===== src/verilog/_unused_placeholder_never.sv =====
// empty compilation unit kept out of the build; holds no logic
`default_nettype none
`default_nettype wire


===== src/verilog/sgdrd_pkg.sv =====
// shared constants and types of the scatter-gather mover
`default_nettype none
package sgdrd_pkg;
    // register window offsets
    localparam logic [15:0] OFF_SCRATCH    = 16'hFC00;
    localparam logic [15:0] OFF_CTRL       = 16'hFC04;
    localparam logic [15:0] OFF_PTR_IN     = 16'hFC08;
    localparam logic [15:0] OFF_STAT_IN_L  = 16'hFC10;
    localparam logic [15:0] OFF_STAT_IN_H  = 16'hFC14;
    localparam logic [15:0] OFF_PTR_OUT    = 16'hFC18;
    localparam logic [15:0] OFF_STAT_OUT_L = 16'hFC20;
    localparam logic [15:0] OFF_STAT_OUT_H = 16'hFC24;
    localparam logic [15:0] OFF_CLK_RATE   = 16'hFC28;
    localparam logic [15:0] OFF_DIP        = 16'hFC30;
    localparam logic [15:0] OFF_LAMP       = 16'hFCA0;
    localparam logic [15:0] START_VAL      = 16'h0001;
    localparam logic [31:0] RST_WORD       = 32'h0000_0000;
    // descriptor field layout
    localparam int          SIZE_LSB       = 0;
    localparam int          SIZE_W         = 21;
    localparam int          DIR_LSB        = 21;
    localparam int          LAST_BIT       = 23;
    localparam int          MARK_LSB       = 24;
    localparam int          OFFS_W         = 24;
    localparam logic [7:0]  VALID_MARK     = 8'hAA;
    localparam logic [1:0]  DIR_READ       = 2'h1;
    localparam logic [1:0]  DIR_WRITE      = 2'h2;
    localparam logic [7:0]  ERR_NONE       = 8'h00;
    localparam logic [7:0]  ERR_MARK       = 8'h01;
    localparam logic [7:0]  ERR_DIR        = 8'h02;
    localparam logic [31:0] DESC_BYTES     = 32'h0000_0010;
    localparam logic [31:0] WORD_BYTES     = 32'h0000_0004;
    localparam logic [20:0] WORD_STEP      = 21'h00_0004;
    localparam logic [1:0]  LAST_WORD_IDX  = 2'h3;
    localparam logic [23:0] DDR_BASE       = 24'h00_0000;
    // engine clock: 50 ns period
    localparam int          CLK_PERIOD_NS  = 32'h0000_0032;
    localparam logic [31:0] CLK_HZ         = 32'(64'h3B9A_CA00 / CLK_PERIOD_NS);
    typedef enum logic [2:0] {
        ST_IDLE, ST_FREQ, ST_FWAIT, ST_DEC, ST_MREQ, ST_MWAIT, ST_DRAIN, ST_DONE
    } sgdrd_state_t;
endpackage
`default_nettype wire


===== src/verilog/sgdrd_top.sv =====
// two-channel scatter-gather mover: register window, descriptor walk, data moves
`default_nettype none
module sgdrd_top (
    input  wire logic        clk_sys_in,
    input  wire logic        rst_n_in,
    input  wire logic        reg_wr_in,
    input  wire logic        reg_rd_in,
    input  wire logic [15:0] reg_addr_in,
    input  wire logic [31:0] reg_wdata_in,
    output logic      [31:0] reg_rdata_out,
    output logic             reg_rvalid_out,
    output logic             host_rd_valid_out,
    output logic      [31:0] host_rd_addr_out,
    input  wire logic        host_rd_ready_in,
    input  wire logic        host_rdata_valid_in,
    input  wire logic [31:0] host_rdata_in,
    output logic             host_wr_valid_out,
    output logic      [31:0] host_wr_addr_out,
    output logic      [31:0] host_wr_data_out,
    input  wire logic        host_wr_ready_in,
    output logic             ddr_rd_valid_out,
    output logic      [23:0] ddr_rd_addr_out,
    input  wire logic        ddr_rd_ready_in,
    input  wire logic        ddr_rdata_valid_in,
    input  wire logic [31:0] ddr_rdata_in,
    output logic             ddr_wr_valid_out,
    output logic      [23:0] ddr_wr_addr_out,
    output logic      [31:0] ddr_wr_data_out,
    input  wire logic        ddr_wr_ready_in,
    input  wire logic [31:0] dip_in,
    output logic      [31:0] lamp_out,
    output logic      [1:0]  chan_done_out
);
    typedef struct packed {
        logic [31:0]                 scratch;
        logic [31:0]                 ctrl;
        logic [1:0][31:0]            ptr;
        logic [31:0]                 lamp;
        logic [1:0][31:0]            clks;
        logic [1:0][7:0]             err;
        logic [1:0][23:0]            bytes;
        logic [1:0]                  pend;
        logic                        chan;
        sgdrd_pkg::sgdrd_state_t     st;
        logic [31:0]                 desc_ptr;
        logic [1:0]                  fidx;
        logic [31:0]                 w_host;
        logic [31:0]                 w_ctl;
        logic [31:0]                 w_offs;
        logic [31:0]                 src;
        logic [23:0]                 ddr;
        logic [20:0]                 left;
        logic                        hrd_v;
        logic [31:0]                 hrd_a;
        logic                        drd_v;
        logic [23:0]                 drd_a;
        logic [31:0]                 rdata;
        logic                        rvalid;
        logic [1:0]                  done;
    } sgdrd_top_state_t;

    sgdrd_top_state_t s;
    sgdrd_top_state_t next_s;

    logic [20:0] dec_size;
    logic        dec_last;
    logic [23:0] dec_offs;
    logic [7:0]  dec_err;
    logic        in_push;
    logic        in_ready;
    logic        in_empty;
    logic        out_push;
    logic        out_ready;
    logic        out_empty;
    logic        buf_ready;
    logic        buf_empty;
    logic [20:0] step;
    logic [55:0] in_head;
    logic [63:0] out_head;

    ////////////////////////////////////////////////////////////////////////////
    // descriptor fields and the two data buffers

    sgdrd_decoder u_dec (
        .ctl_in      (s.w_ctl),
        .offs_in     (s.w_offs),
        .outbound_in (s.chan),
        .size_out    (dec_size),
        .last_out    (dec_last),
        .offs_out    (dec_offs),
        .err_out     (dec_err)
    );

    // inbound: host read data plus its local address go to memory writes
    assign in_push  = (s.st == sgdrd_pkg::ST_MWAIT) && !s.chan && host_rdata_valid_in;
    // outbound: memory read data plus its host address go to host writes
    assign out_push = (s.st == sgdrd_pkg::ST_MWAIT) && s.chan && ddr_rdata_valid_in;

    sgdrd_buffer #(.WIDTH(56)) u_in_buf (
        .clk_sys_in    (clk_sys_in),
        .rst_n_in      (rst_n_in),
        .in_valid_in   (in_push),
        .in_data_in    ({s.ddr, host_rdata_in}),
        .in_ready_out  (in_ready),
        .out_valid_out (ddr_wr_valid_out),
        .out_data_out  (in_head),
        .out_ready_in  (ddr_wr_ready_in),
        .empty_out     (in_empty)
    );

    sgdrd_buffer #(.WIDTH(64)) u_out_buf (
        .clk_sys_in    (clk_sys_in),
        .rst_n_in      (rst_n_in),
        .in_valid_in   (out_push),
        .in_data_in    ({s.src, ddr_rdata_in}),
        .in_ready_out  (out_ready),
        .out_valid_out (host_wr_valid_out),
        .out_data_out  (out_head),
        .out_ready_in  (host_wr_ready_in),
        .empty_out     (out_empty)
    );

    assign ddr_wr_addr_out  = in_head[55:32];
    assign ddr_wr_data_out  = in_head[31:0];
    assign host_wr_addr_out = out_head[63:32];
    assign host_wr_data_out = out_head[31:0];
    assign buf_ready        = s.chan ? out_ready : in_ready;
    assign buf_empty        = s.chan ? out_empty : in_empty;
    // last word of a descriptor whose length is not a multiple of four counts only its real bytes
    assign step = (s.left >= sgdrd_pkg::WORD_STEP) ? sgdrd_pkg::WORD_STEP : s.left;

    ////////////////////////////////////////////////////////////////////////////
    // next state

    always_comb begin
        next_s        = s;
        next_s.rvalid = 1'b0;
        next_s.done   = 2'b00;
        unique case (s.st)
            sgdrd_pkg::ST_IDLE: begin
                if (s.pend != 2'b00) begin
                    next_s.chan           = !s.pend[0];
                    next_s.pend[!s.pend[0]] = 1'b0;
                    next_s.desc_ptr       = s.ptr[!s.pend[0]];
                    next_s.clks[!s.pend[0]]  = sgdrd_pkg::RST_WORD;
                    next_s.err[!s.pend[0]]   = sgdrd_pkg::ERR_NONE;
                    next_s.bytes[!s.pend[0]] = '0;
                    next_s.fidx           = '0;
                    next_s.st             = sgdrd_pkg::ST_FREQ;
                end
            end
            sgdrd_pkg::ST_FREQ: begin
                next_s.hrd_v = 1'b1;
                next_s.hrd_a = s.desc_ptr + {28'h000_0000, s.fidx, 2'h0};
                if (s.hrd_v && host_rd_ready_in) begin
                    next_s.hrd_v = 1'b0;
                    next_s.st    = sgdrd_pkg::ST_FWAIT;
                end
            end
            sgdrd_pkg::ST_FWAIT: begin
                if (host_rdata_valid_in) begin
                    // second word of the descriptor is reserved and dropped
                    unique case (s.fidx)
                        2'h0: next_s.w_host = host_rdata_in;
                        2'h1: ;
                        2'h2: next_s.w_ctl  = host_rdata_in;
                        2'h3: next_s.w_offs = host_rdata_in;
                    endcase
                    next_s.fidx = s.fidx + 2'h1;
                    next_s.st   = (s.fidx == sgdrd_pkg::LAST_WORD_IDX) ?
                                  sgdrd_pkg::ST_DEC : sgdrd_pkg::ST_FREQ;
                end
            end
            sgdrd_pkg::ST_DEC: begin
                if (dec_err != sgdrd_pkg::ERR_NONE) begin
                    next_s.err[s.chan] = dec_err;
                    next_s.st          = sgdrd_pkg::ST_DONE;
                end else begin
                    next_s.src  = s.w_host;
                    next_s.ddr  = dec_offs;
                    next_s.left = dec_size;
                    next_s.st   = sgdrd_pkg::ST_MREQ;
                end
            end
            sgdrd_pkg::ST_MREQ: begin
                next_s.clks[s.chan] = s.clks[s.chan] + 32'h1;
                if (s.left == '0) begin
                    next_s.st = sgdrd_pkg::ST_DRAIN;
                end else if (!s.chan) begin
                    // one read in flight, issued only with room, so no word is lost
                    if (buf_ready || s.hrd_v) begin
                        next_s.hrd_v = 1'b1;
                        next_s.hrd_a = s.src;
                    end
                    if (s.hrd_v && host_rd_ready_in) begin
                        next_s.hrd_v = 1'b0;
                        next_s.st    = sgdrd_pkg::ST_MWAIT;
                    end
                end else begin
                    if (buf_ready || s.drd_v) begin
                        next_s.drd_v = 1'b1;
                        next_s.drd_a = s.ddr;
                    end
                    if (s.drd_v && ddr_rd_ready_in) begin
                        next_s.drd_v = 1'b0;
                        next_s.st    = sgdrd_pkg::ST_MWAIT;
                    end
                end
            end
            sgdrd_pkg::ST_MWAIT: begin
                next_s.clks[s.chan] = s.clks[s.chan] + 32'h1;
                if (in_push || out_push) begin
                    next_s.bytes[s.chan] = s.bytes[s.chan] + {3'h0, step};
                    next_s.left          = s.left - step;
                    next_s.src           = s.src + sgdrd_pkg::WORD_BYTES;
                    next_s.ddr           = s.ddr + sgdrd_pkg::WORD_BYTES[23:0];
                    next_s.st            = sgdrd_pkg::ST_MREQ;
                end
            end
            sgdrd_pkg::ST_DRAIN: begin
                next_s.clks[s.chan] = s.clks[s.chan] + 32'h1;
                if (buf_empty) begin
                    if (dec_last) begin
                        next_s.st = sgdrd_pkg::ST_DONE;
                    end else begin
                        next_s.desc_ptr = s.desc_ptr + sgdrd_pkg::DESC_BYTES;
                        next_s.fidx     = '0;
                        next_s.st       = sgdrd_pkg::ST_FREQ;
                    end
                end
            end
            sgdrd_pkg::ST_DONE: begin
                next_s.done[s.chan] = 1'b1;
                next_s.st           = sgdrd_pkg::ST_IDLE;
            end
        endcase

        // register writes come after the walk so a start set beats the take clear
        if (reg_wr_in) begin
            unique case (reg_addr_in)
                sgdrd_pkg::OFF_SCRATCH: next_s.scratch = reg_wdata_in;
                sgdrd_pkg::OFF_CTRL: begin
                    next_s.ctrl = reg_wdata_in;
                    if (reg_wdata_in[15:0] == sgdrd_pkg::START_VAL) begin
                        next_s.pend[0] = 1'b1;
                    end
                    if (reg_wdata_in[31:16] == sgdrd_pkg::START_VAL) begin
                        next_s.pend[1] = 1'b1;
                    end
                end
                sgdrd_pkg::OFF_PTR_IN:  next_s.ptr[0]  = reg_wdata_in;
                sgdrd_pkg::OFF_PTR_OUT: next_s.ptr[1]  = reg_wdata_in;
                sgdrd_pkg::OFF_LAMP:    next_s.lamp    = reg_wdata_in;
                default: ;
            endcase
        end
        if (reg_rd_in) begin
            next_s.rvalid = 1'b1;
            unique case (reg_addr_in)
                sgdrd_pkg::OFF_SCRATCH:    next_s.rdata = s.scratch;
                sgdrd_pkg::OFF_CTRL:       next_s.rdata = s.ctrl;
                sgdrd_pkg::OFF_PTR_IN:     next_s.rdata = s.ptr[0];
                sgdrd_pkg::OFF_STAT_IN_L:  next_s.rdata = {s.err[0], s.bytes[0]};
                sgdrd_pkg::OFF_STAT_IN_H:  next_s.rdata = s.clks[0];
                sgdrd_pkg::OFF_PTR_OUT:    next_s.rdata = s.ptr[1];
                sgdrd_pkg::OFF_STAT_OUT_L: next_s.rdata = {s.err[1], s.bytes[1]};
                sgdrd_pkg::OFF_STAT_OUT_H: next_s.rdata = s.clks[1];
                sgdrd_pkg::OFF_CLK_RATE:   next_s.rdata = sgdrd_pkg::CLK_HZ;
                sgdrd_pkg::OFF_DIP:        next_s.rdata = dip_in;
                sgdrd_pkg::OFF_LAMP:       next_s.rdata = s.lamp;
                default:                   next_s.rdata = sgdrd_pkg::RST_WORD;
            endcase
        end
    end

    always_ff @(posedge clk_sys_in or negedge rst_n_in) begin
        if (!rst_n_in) begin
            s    <= '0;
            s.st <= sgdrd_pkg::ST_IDLE;
        end else begin
            s <= next_s;
        end
    end

    assign reg_rdata_out     = s.rdata;
    assign reg_rvalid_out    = s.rvalid;
    assign host_rd_valid_out = s.hrd_v;
    assign host_rd_addr_out  = s.hrd_a;
    assign ddr_rd_valid_out  = s.drd_v;
    assign ddr_rd_addr_out   = s.drd_a;
    assign lamp_out          = s.lamp;
    assign chan_done_out     = s.done;

    ////////////////////////////////////////////////////////////////////////////
    // checks

    logic [31:0] stat_lo_in;
    logic [31:0] cur_clks;
    logic        dec_ok;
    assign stat_lo_in = {s.err[0], s.bytes[0]};
    assign cur_clks   = s.clks[s.chan];
    assign dec_ok     = (s.st == sgdrd_pkg::ST_DEC) && (dec_err == sgdrd_pkg::ERR_NONE);
endmodule
`default_nettype wire


===== src/verilog/sgdrd_buffer.sv =====
// two-entry buffer with valid/ready on both sides; head entry drives the output
`default_nettype none
module sgdrd_buffer #(
    parameter int WIDTH = 32
) (
    input  wire logic             clk_sys_in,
    input  wire logic             rst_n_in,
    input  wire logic             in_valid_in,
    input  wire logic [WIDTH-1:0] in_data_in,
    output logic                  in_ready_out,
    output logic                  out_valid_out,
    output logic      [WIDTH-1:0] out_data_out,
    input  wire logic             out_ready_in,
    output logic                  empty_out
);
    typedef struct packed {
        logic [WIDTH-1:0] d1;
        logic [WIDTH-1:0] d0;
        logic             v1;
        logic             v0;
    } sgdrd_buf_state_t;

    sgdrd_buf_state_t s;
    sgdrd_buf_state_t next_s;

    always_comb begin
        next_s = s;
        // pop first so a freed head is refilled from the skid entry
        if (s.v0 && out_ready_in) begin
            next_s.v0 = s.v1;
            next_s.d0 = s.d1;
            next_s.v1 = 1'b0;
        end
        if (in_valid_in && !s.v1) begin
            if (!next_s.v0) begin
                next_s.v0 = 1'b1;
                next_s.d0 = in_data_in;
            end else begin
                next_s.v1 = 1'b1;
                next_s.d1 = in_data_in;
            end
        end
    end

    always_ff @(posedge clk_sys_in or negedge rst_n_in) begin
        if (!rst_n_in) begin
            s <= '0;
        end else begin
            s <= next_s;
        end
    end

    assign in_ready_out  = !s.v1;
    assign out_valid_out = s.v0;
    assign out_data_out  = s.d0;
    assign empty_out     = !s.v0;
endmodule
`default_nettype wire


===== src/verilog/sgdrd_decoder.sv =====
// splits the control and offset words of a descriptor into fields and checks them
`default_nettype none
module sgdrd_decoder (
    input  wire logic [31:0] ctl_in,
    input  wire logic [31:0] offs_in,
    input  wire logic        outbound_in,
    output logic      [20:0] size_out,
    output logic             last_out,
    output logic      [23:0] offs_out,
    output logic      [7:0]  err_out
);
    logic [1:0] dir;
    logic [1:0] want;

    assign size_out = ctl_in[sgdrd_pkg::SIZE_LSB +: sgdrd_pkg::SIZE_W];
    assign dir      = ctl_in[sgdrd_pkg::DIR_LSB +: 2];
    assign last_out = ctl_in[sgdrd_pkg::LAST_BIT];
    assign offs_out = sgdrd_pkg::DDR_BASE + offs_in[sgdrd_pkg::OFFS_W-1:0];
    // the inbound channel reads host memory, the outbound one writes it
    assign want     = outbound_in ? sgdrd_pkg::DIR_WRITE : sgdrd_pkg::DIR_READ;

    always_comb begin
        if (ctl_in[sgdrd_pkg::MARK_LSB +: 8] != sgdrd_pkg::VALID_MARK) begin
            err_out = sgdrd_pkg::ERR_MARK;
        end else if (dir != want) begin
            err_out = sgdrd_pkg::ERR_DIR;
        end else begin
            err_out = sgdrd_pkg::ERR_NONE;
        end
    end
endmodule
`default_nettype wire


===== config.mk =====
export PLATFORM = sky130hd
export DESIGN_NAME = sgdrd_top
export DESIGN_NICKNAME = d
export VERILOG_FILES = /design/src/verilog/_unused_placeholder_never.sv /design/src/verilog/sgdrd_pkg.sv /design/src/verilog/sgdrd_top.sv /design/src/verilog/sgdrd_buffer.sv /design/src/verilog/sgdrd_decoder.sv
export SDC_FILE = /design/constraint.sdc
export NUM_CORES = 2
export LEC_CHECK = 0
export ABC_CLOCK_PERIOD_IN_PS = 3600
export BUFFER_PORTS_ARGS = -buffer_cell sky130_fd_sc_hd__buf_2
export CORE_MARGIN = 3
export CORE_UTILIZATION = 45
export CTS_CLUSTER_SIZE = 28
export DETAILED_ROUTE_END_ITERATION = 7
export PLACE_DENSITY = 0.66
export REMOVE_ABC_BUFFERS = 1
export SETUP_SLACK_MARGIN = 0.4
export SYNTH_ARGS = -nofsm -noshare
export SYNTH_HDL_FRONTEND = slang
export SYNTH_HIERARCHICAL = 1
export SYNTH_SLANG_ARGS = --single-unit

===== constraint.sdc =====
create_clock -name clk_sys_in -period 3.6 [get_ports clk_sys_in]
set_input_delay 1.08 -clock clk_sys_in [delete_from_list [all_inputs] [get_ports clk_sys_in]]
set_output_delay 1.08 -clock clk_sys_in [all_outputs]
set_load 0.02 [all_outputs]

==> Yosys cells after proc, flatten, opt, wreduce, memory -nomap -nowiden <==
Cells that the tools add are included.
{ "totals": {"regBits": 838, "in_bits": 154, "wordCells": 238} }
{ "op_classes": {"n_addsub": 8, "n_lt_le_gt_ge": 5, "n_eq_ne": 38, "muxes": 84, "bitwise_logic": 9, "n_reduce_logical": 57} }
{ "op_table": {"columns": ["operator", "count"], "rows": [
  ["case mux 32 bit (11 select lines)", 1],
  ["2-to-1 mux 32 bit", 9],
  ["== test 16 bit (second input constant)", 11],
  ["2-to-1 mux 58 bit", 3],
  ["2-to-1 mux 168 bit", 1],
  ["2-to-1 mux 77 bit", 2],
  ["case mux 77 bit (2 select lines)", 1],
  ["2-to-1 mux 66 bit", 2],
  ["case mux 64 bit (2 select lines)", 1],
  ["2-to-1 mux 98 bit", 1],
  ["2-to-1 mux 24 bit", 4],
  ["case mux 48 bit (2 select lines)", 1],
  ["2-to-1 mux 33 bit", 2],
  ["case mux 33 bit (2 select lines)", 1],
  ["bitwise AND 64 bit", 1],
  ["bitwise mux 64 bit", 1],
  ["demux 32 bit (select 1 bit)", 2],
  ["2-to-1 mux 64 bit", 1],
  ["inverter 64 bit", 1],
  ["case mux 32 bit (2 select lines)", 1],
  ["2-to-1 mux 56 bit", 1],
  ["2-to-1 mux 25 bit", 2],
  ["bitwise AND 48 bit", 1],
  ["bitwise mux 48 bit", 1],
  ["other kinds (59)", 149]
]} }

==> Depth between registers and ports, before layout <==
{ "depth": {"ltp_word": 12, "mapped_depth": 16, "ltp_nobuf": 12} }

==> Modules after synthesis <==
Netlist, hierarchy kept.
{ "by_module_without_submodules": {"columns": ["module", "instances", "cells_each", "area_per_inst_um2", "seq_area_each_um2"], "rows": [
  ["sgdrd_top", 1, 3109, 31928.1, 14864.3],
  ["sgdrd_buffer at u_out_buf", 1, 416, 6084.6, 3253.1],
  ["sgdrd_buffer at u_in_buf", 1, 366, 5335.1, 2852.7],
  ["sgdrd_decoder", 1, 59, 447.9, 0.0]
]} }

==> Worst setup path before layout <==
OpenSTA, ideal clock, no wires.
{ "synth_timing": {"kind": "register to register", "startpoint": "register s[303] (netlist bit)", "endpoint": "register s[326] (netlist bit)", "arrival_ps": 3846, "required_time_ps": 3478, "path_slack_ps": -367, "stages_incl_launch_ff": 16, "period_less_slack_ps": 3967, "cell_sequence": "dfrtp_1 -> buf_6 -> buf_6 -> buf_6 -> buf_6 -> buf_2 -> buf_2 -> mux2_2 -> ha_1 -> fa_1 -> a211oi_1 -> nor3_1 -> o311ai_0 -> a21oi_1 -> or3_1 -> a32o_1"} }
{ "synth_between": {"elab_chain_cells": 7, "word_cells_on_any_way": 19, "cone_classes": "1 x add/sub; 2 x order compare; 1 x eq/ne; 7 x mux; 8 x reduce/logical"} }
{ "synth_lines": {"columns": ["element", "line_no", "rtl"], "rows": [
  ["start, declared", "sgdrd_top.sv:62", "sgdrd_top_state_t s;"],
  ["start signal, assigned", "sgdrd_top.sv:281", "s <= next_s;"],
  ["parallel branches: the longest is 7 deep, another holds adder 24 x 21 -> 24 bit", null, null]
]} }
Several ways; the timed one is not identified. The select of a mux whose other input is x is not followed.
A chain may end at the register's enable or synchronous reset.

==> Worst setup path after layout <==
{ "layout_timing": {"startpoint": "register s[108] (netlist bit)", "endpoint": "register s[329] (netlist bit)"} }
{ "layout_between": {"elab_chain_cells": 6} }
{ "layout_lines": {"columns": ["element", "line_no", "rtl"], "rows": [
  ["greater-or-equal comparator 21 x 3 -> 1 bit", "sgdrd_top.sv:130", "assign step = (s.left >= sgdrd_pkg::WORD_STEP) ? sgdrd_pkg::WORD_STEP : s.left;"],
  ["2-to-1 mux 21 bit (*)", "sgdrd_top.sv:130", null],
  ["adder 24 x 21 -> 24 bit (*)", "sgdrd_top.sv:213", "next_s.bytes[s.chan] = s.bytes[s.chan] + {3'h0, step};"],
  ["bitwise mux 48 bit (*)", "sgdrd_top.sv:213", null],
  ["2-to-1 mux 48 bit (*)", "sgdrd_top.sv:212", "if (in_push || out_push) begin"],
  ["case mux 48 bit (2 select lines) (*)", "sgdrd_top.sv:139", "unique case (s.st)"]
]} }
Mark *: on every way between the ends. The rest lies on a longest branch, timed or not. The select of a mux whose other input is x is not followed.

==> results.json <==
{
  "die_h_um": 316.9,
  "p_sw_share_pct": 37.56,
  "wl_per_cell_um": 25.26,
  "maxCapViolCount": 0,
  "slew-limit-headroom_pct": 28.16,
  "grt_max_degree": 137,
  "worstSetupPathDepth": 11,
  "power.share.combinational_pct": 35.0,
  "cts_sinks": 830,
  "min_period_ns": 3.427,
  "io_pins": 401,
  "tns_ns": 0,
  "failed_checks": "design-rule violations",
  "crit_path_start_kind": "flip-flop",
  "grt_pass1_wl_um": 207500,
  "critPathTopFamily": "simple AND/OR/NAND/NOR gates",
  "htree_num_levels": 3,
  "cpMostUsedCell": "or4b_4",
  "crit_path_end_kind": "flip-flop",
  "grt-ovfl-total": 0,
  "wl_um": 138300,
  "start_util_pct": 45.59,
  "r2r_start": "s[108]",
  "die_w_um": 316.9,
  "crit_path_start": "s[108]",
  "gp_routability_congestion": 0.9568,
  "synthesis.instances": 3934,
  "ys_warn_count": 6,
  "vdd_drop_max_mv": 0.6088,
  "internal_power_w": 0.02177,
  "p_switching_w": 0.01309,
  "maxSlewViolCount": 0,
  "r2r_cells": 11,
  "power_density_mw_per_mm2": 703.7,
  "portBuffers": 400,
  "r2r_slack_ns": 0.17,
  "min_path_type": "in2async",
  "power_frac_clock_pct": 28.0,
  "crit_chain": "or4_4 > nor4_4 > and3_4 > and2_4 > ha_4 > a211oi_4 > o21a_1 > or4b_4 > o211a_4 > or4b_4 > a41oi_2",
  "clock-root-buffer": "clkbuf_16",
  "grt_use_total_pct": 27.08,
  "worstPathArrival_ns": 4.04,
  "dpl.hpwl_um": 99190,
  "grt_pass1_vias": 32487,
  "fin_util_pct": 51.91,
  "cts_tree": "yes",
  "clk_pin_slew_ns": 0.06,
  "viasPerCell": 6.114,
  "drcViolationCount": 6,
  "drive_gt1_share_pct": 34.02,
  "grt_setup_unrepaired": "true",
  "final_nets": 4321,
  "r2r_end": "s[329]",
  "drtAntennaViolNets": 0,
  "final-hold-violation-count": 0,
  "layout-area-overhead-vs-synth_pct": 13.86,
  "antenna_found_initial": 7,
  "seq_area_mm2": 0.02077,
  "die_area_mm2": 0.1004,
  "max_stage_delay_ns": 0.56,
  "rows": 113,
  "path_buf_inv": 0,
  "clock_path_buffers": 3,
  "finalSetupViolCount": 0,
  "avgSynthCellArea_um2": 11.06,
  "drt-pass1-iter-count": 8,
  "post-route-period-util_pct": 95.18,
  "worst_pin_slew_ns": 1.078,
  "required_ns": 4.21,
  "cp-endpoint": "s[329]",
  "vias": 33474,
  "pwr-share-seq_pct": 37.0,
  "drt_iter0_drc": 3588,
  "slowest_stage": "or4_4",
  "status": "finished, violations left",
  "fillers": 8526,
  "clk_latency_ns": 0.69,
  "multi_input_area_mm2": 0.01977,
  "max_freq_ghz": 0.2918,
  "fp.coreArea_mm2": 0.09544,
  "crit_path_max_fanout": 4,
  "cts_buffers": 91,
  "synth_area_mm2": 0.04351,
  "crit_type": "reg2reg",
  "skew_ns": 0.03319,
  "leakagePower_nw": 23.29
}
repair_timing:
item	4_1_cts	5_1_grt
resized for setup	54	32
buffers inserted	10	4
endpoints found under the setup margin	51	43
hold buffers	0	0
cloned	1	0
pin swaps	29	23
how the worst min path moves through the flow:
stage | startpoint | to | slack (ns)
4_1_cts | rst_n_in | ddr_rd_addr_out[19] | 0.34
5_1_grt | rst_n_in | ddr_rd_addr_out[10] | 0.37
3_3_place_gp | s[170] | s[114] | 0.45
3_5_place_dp | s[170] | s[114] | 0.45
2_1_floorplan | s[170] | s[114] | 0.43
6_report | rst_n_in | u_in_buf/out_data_out[51] | 0.35
worst reg2reg max path: cells and delay by family, from the launching register on:
| kind | cells | cell delay, ns |
|---|---|---|
| AOI/OAI and AO/OA | 4 | 0.57 |
| adders and majority gates | 1 | 0.16 |
| DFF | 1 | 0.38 |
| and+or+nand+nor | 6 | 2.24 |
per-stage QoR:
stage	total power, W	std cells	worst slack (ns)	area, um^2	hold WS (ns)
after global routing	0.03671	5474	0.1051	49530	0.3676
after floorplan	0.01987	3423	-3.758	40270	0.4331
after global placement	0.02422	5291	-0.03765	45890	0.4479
after CTS	0.03464	5470	0.1355	49330	0.3403
final	0.03486	5475	0.1734	49540	0.3543
after detailed placement	0.02449	5291	-0.05774	45890	0.4501
metal layers:
metal  vias to the layer above  GRT usage, %  part of all wire (%)
li1                      14657             -                     -
met1                     16920         36.10                    41
met2                      1556         42.39                    45
met3                       333         6.953                   9.8
met4                         8         10.55                   4.1
met5                         -             0                 0.035
power by group through the flow:
stage                     logic, W  clock network [W]  registers [W]
after global routing        0.0133             0.0103         0.0131
after global placement      0.0113                  0         0.0130
after CTS                   0.0119            0.00992         0.0129
final                       0.0122            0.00974         0.0129
after floorplan            0.00660                  0         0.0133
after detailed placement    0.0115                  0         0.0130
layout by cell type, fill, tap and decap left out, types with 17 or more instances in the layout:
cell	instances
nor4_1	23
dfrtp_1	829
buf_2	399
clkinv_2	18
a31oi_1	39
nor2_1	133
a21oi_1	178
clkbuf_16	91
o22ai_1	42
a41oi_1	17
o21ai_0	202
a21o_1	28
nand3_1	77
and3_1	17
a222oi_1	36
and2_1	23
a22oi_1	94
clkbuf_8	22
a221oi_1	18
nand4_1	38
a2bb2oi_1	26
buf_12	32
mux2_1	109
clkbuf_1	20
a22o_1	74
o31ai_1	30
inv_1	48
mux2i_1	46
a32oi_1	21
mux2_2	553
nor3_1	34
nand3b_1	18
conb_1	25
nand2_1	286
xnor2_1	29
or3_1	27
ha_1	28
buf_4	172
flip-flops by register name, indices dropped and copies added (netlist names), 2 cells and up:
signal and count:
chan_done_out 2, ddr_rd_addr_out 24, host_rd_addr_out 32, lamp_out 32, reg_rdata_out 32, s 461, u_in_buf/out_data_out 56, u_in_buf/s 57
u_out_buf/out_data_out 64, u_out_buf/s 65
area by class of cell:
cell class              instances  share of cell area [%]
diodes                          1                0.005052
clock buffers                 133                   5.360
clock inverters                35                  0.9497
inverters                      50                  0.3839
multi-input cells            2544                   39.91
flip-flops and latches        830                   41.94
well taps                    1265                   3.195
repair buffers                617                   8.265
(Power assumes the default switching activity.)
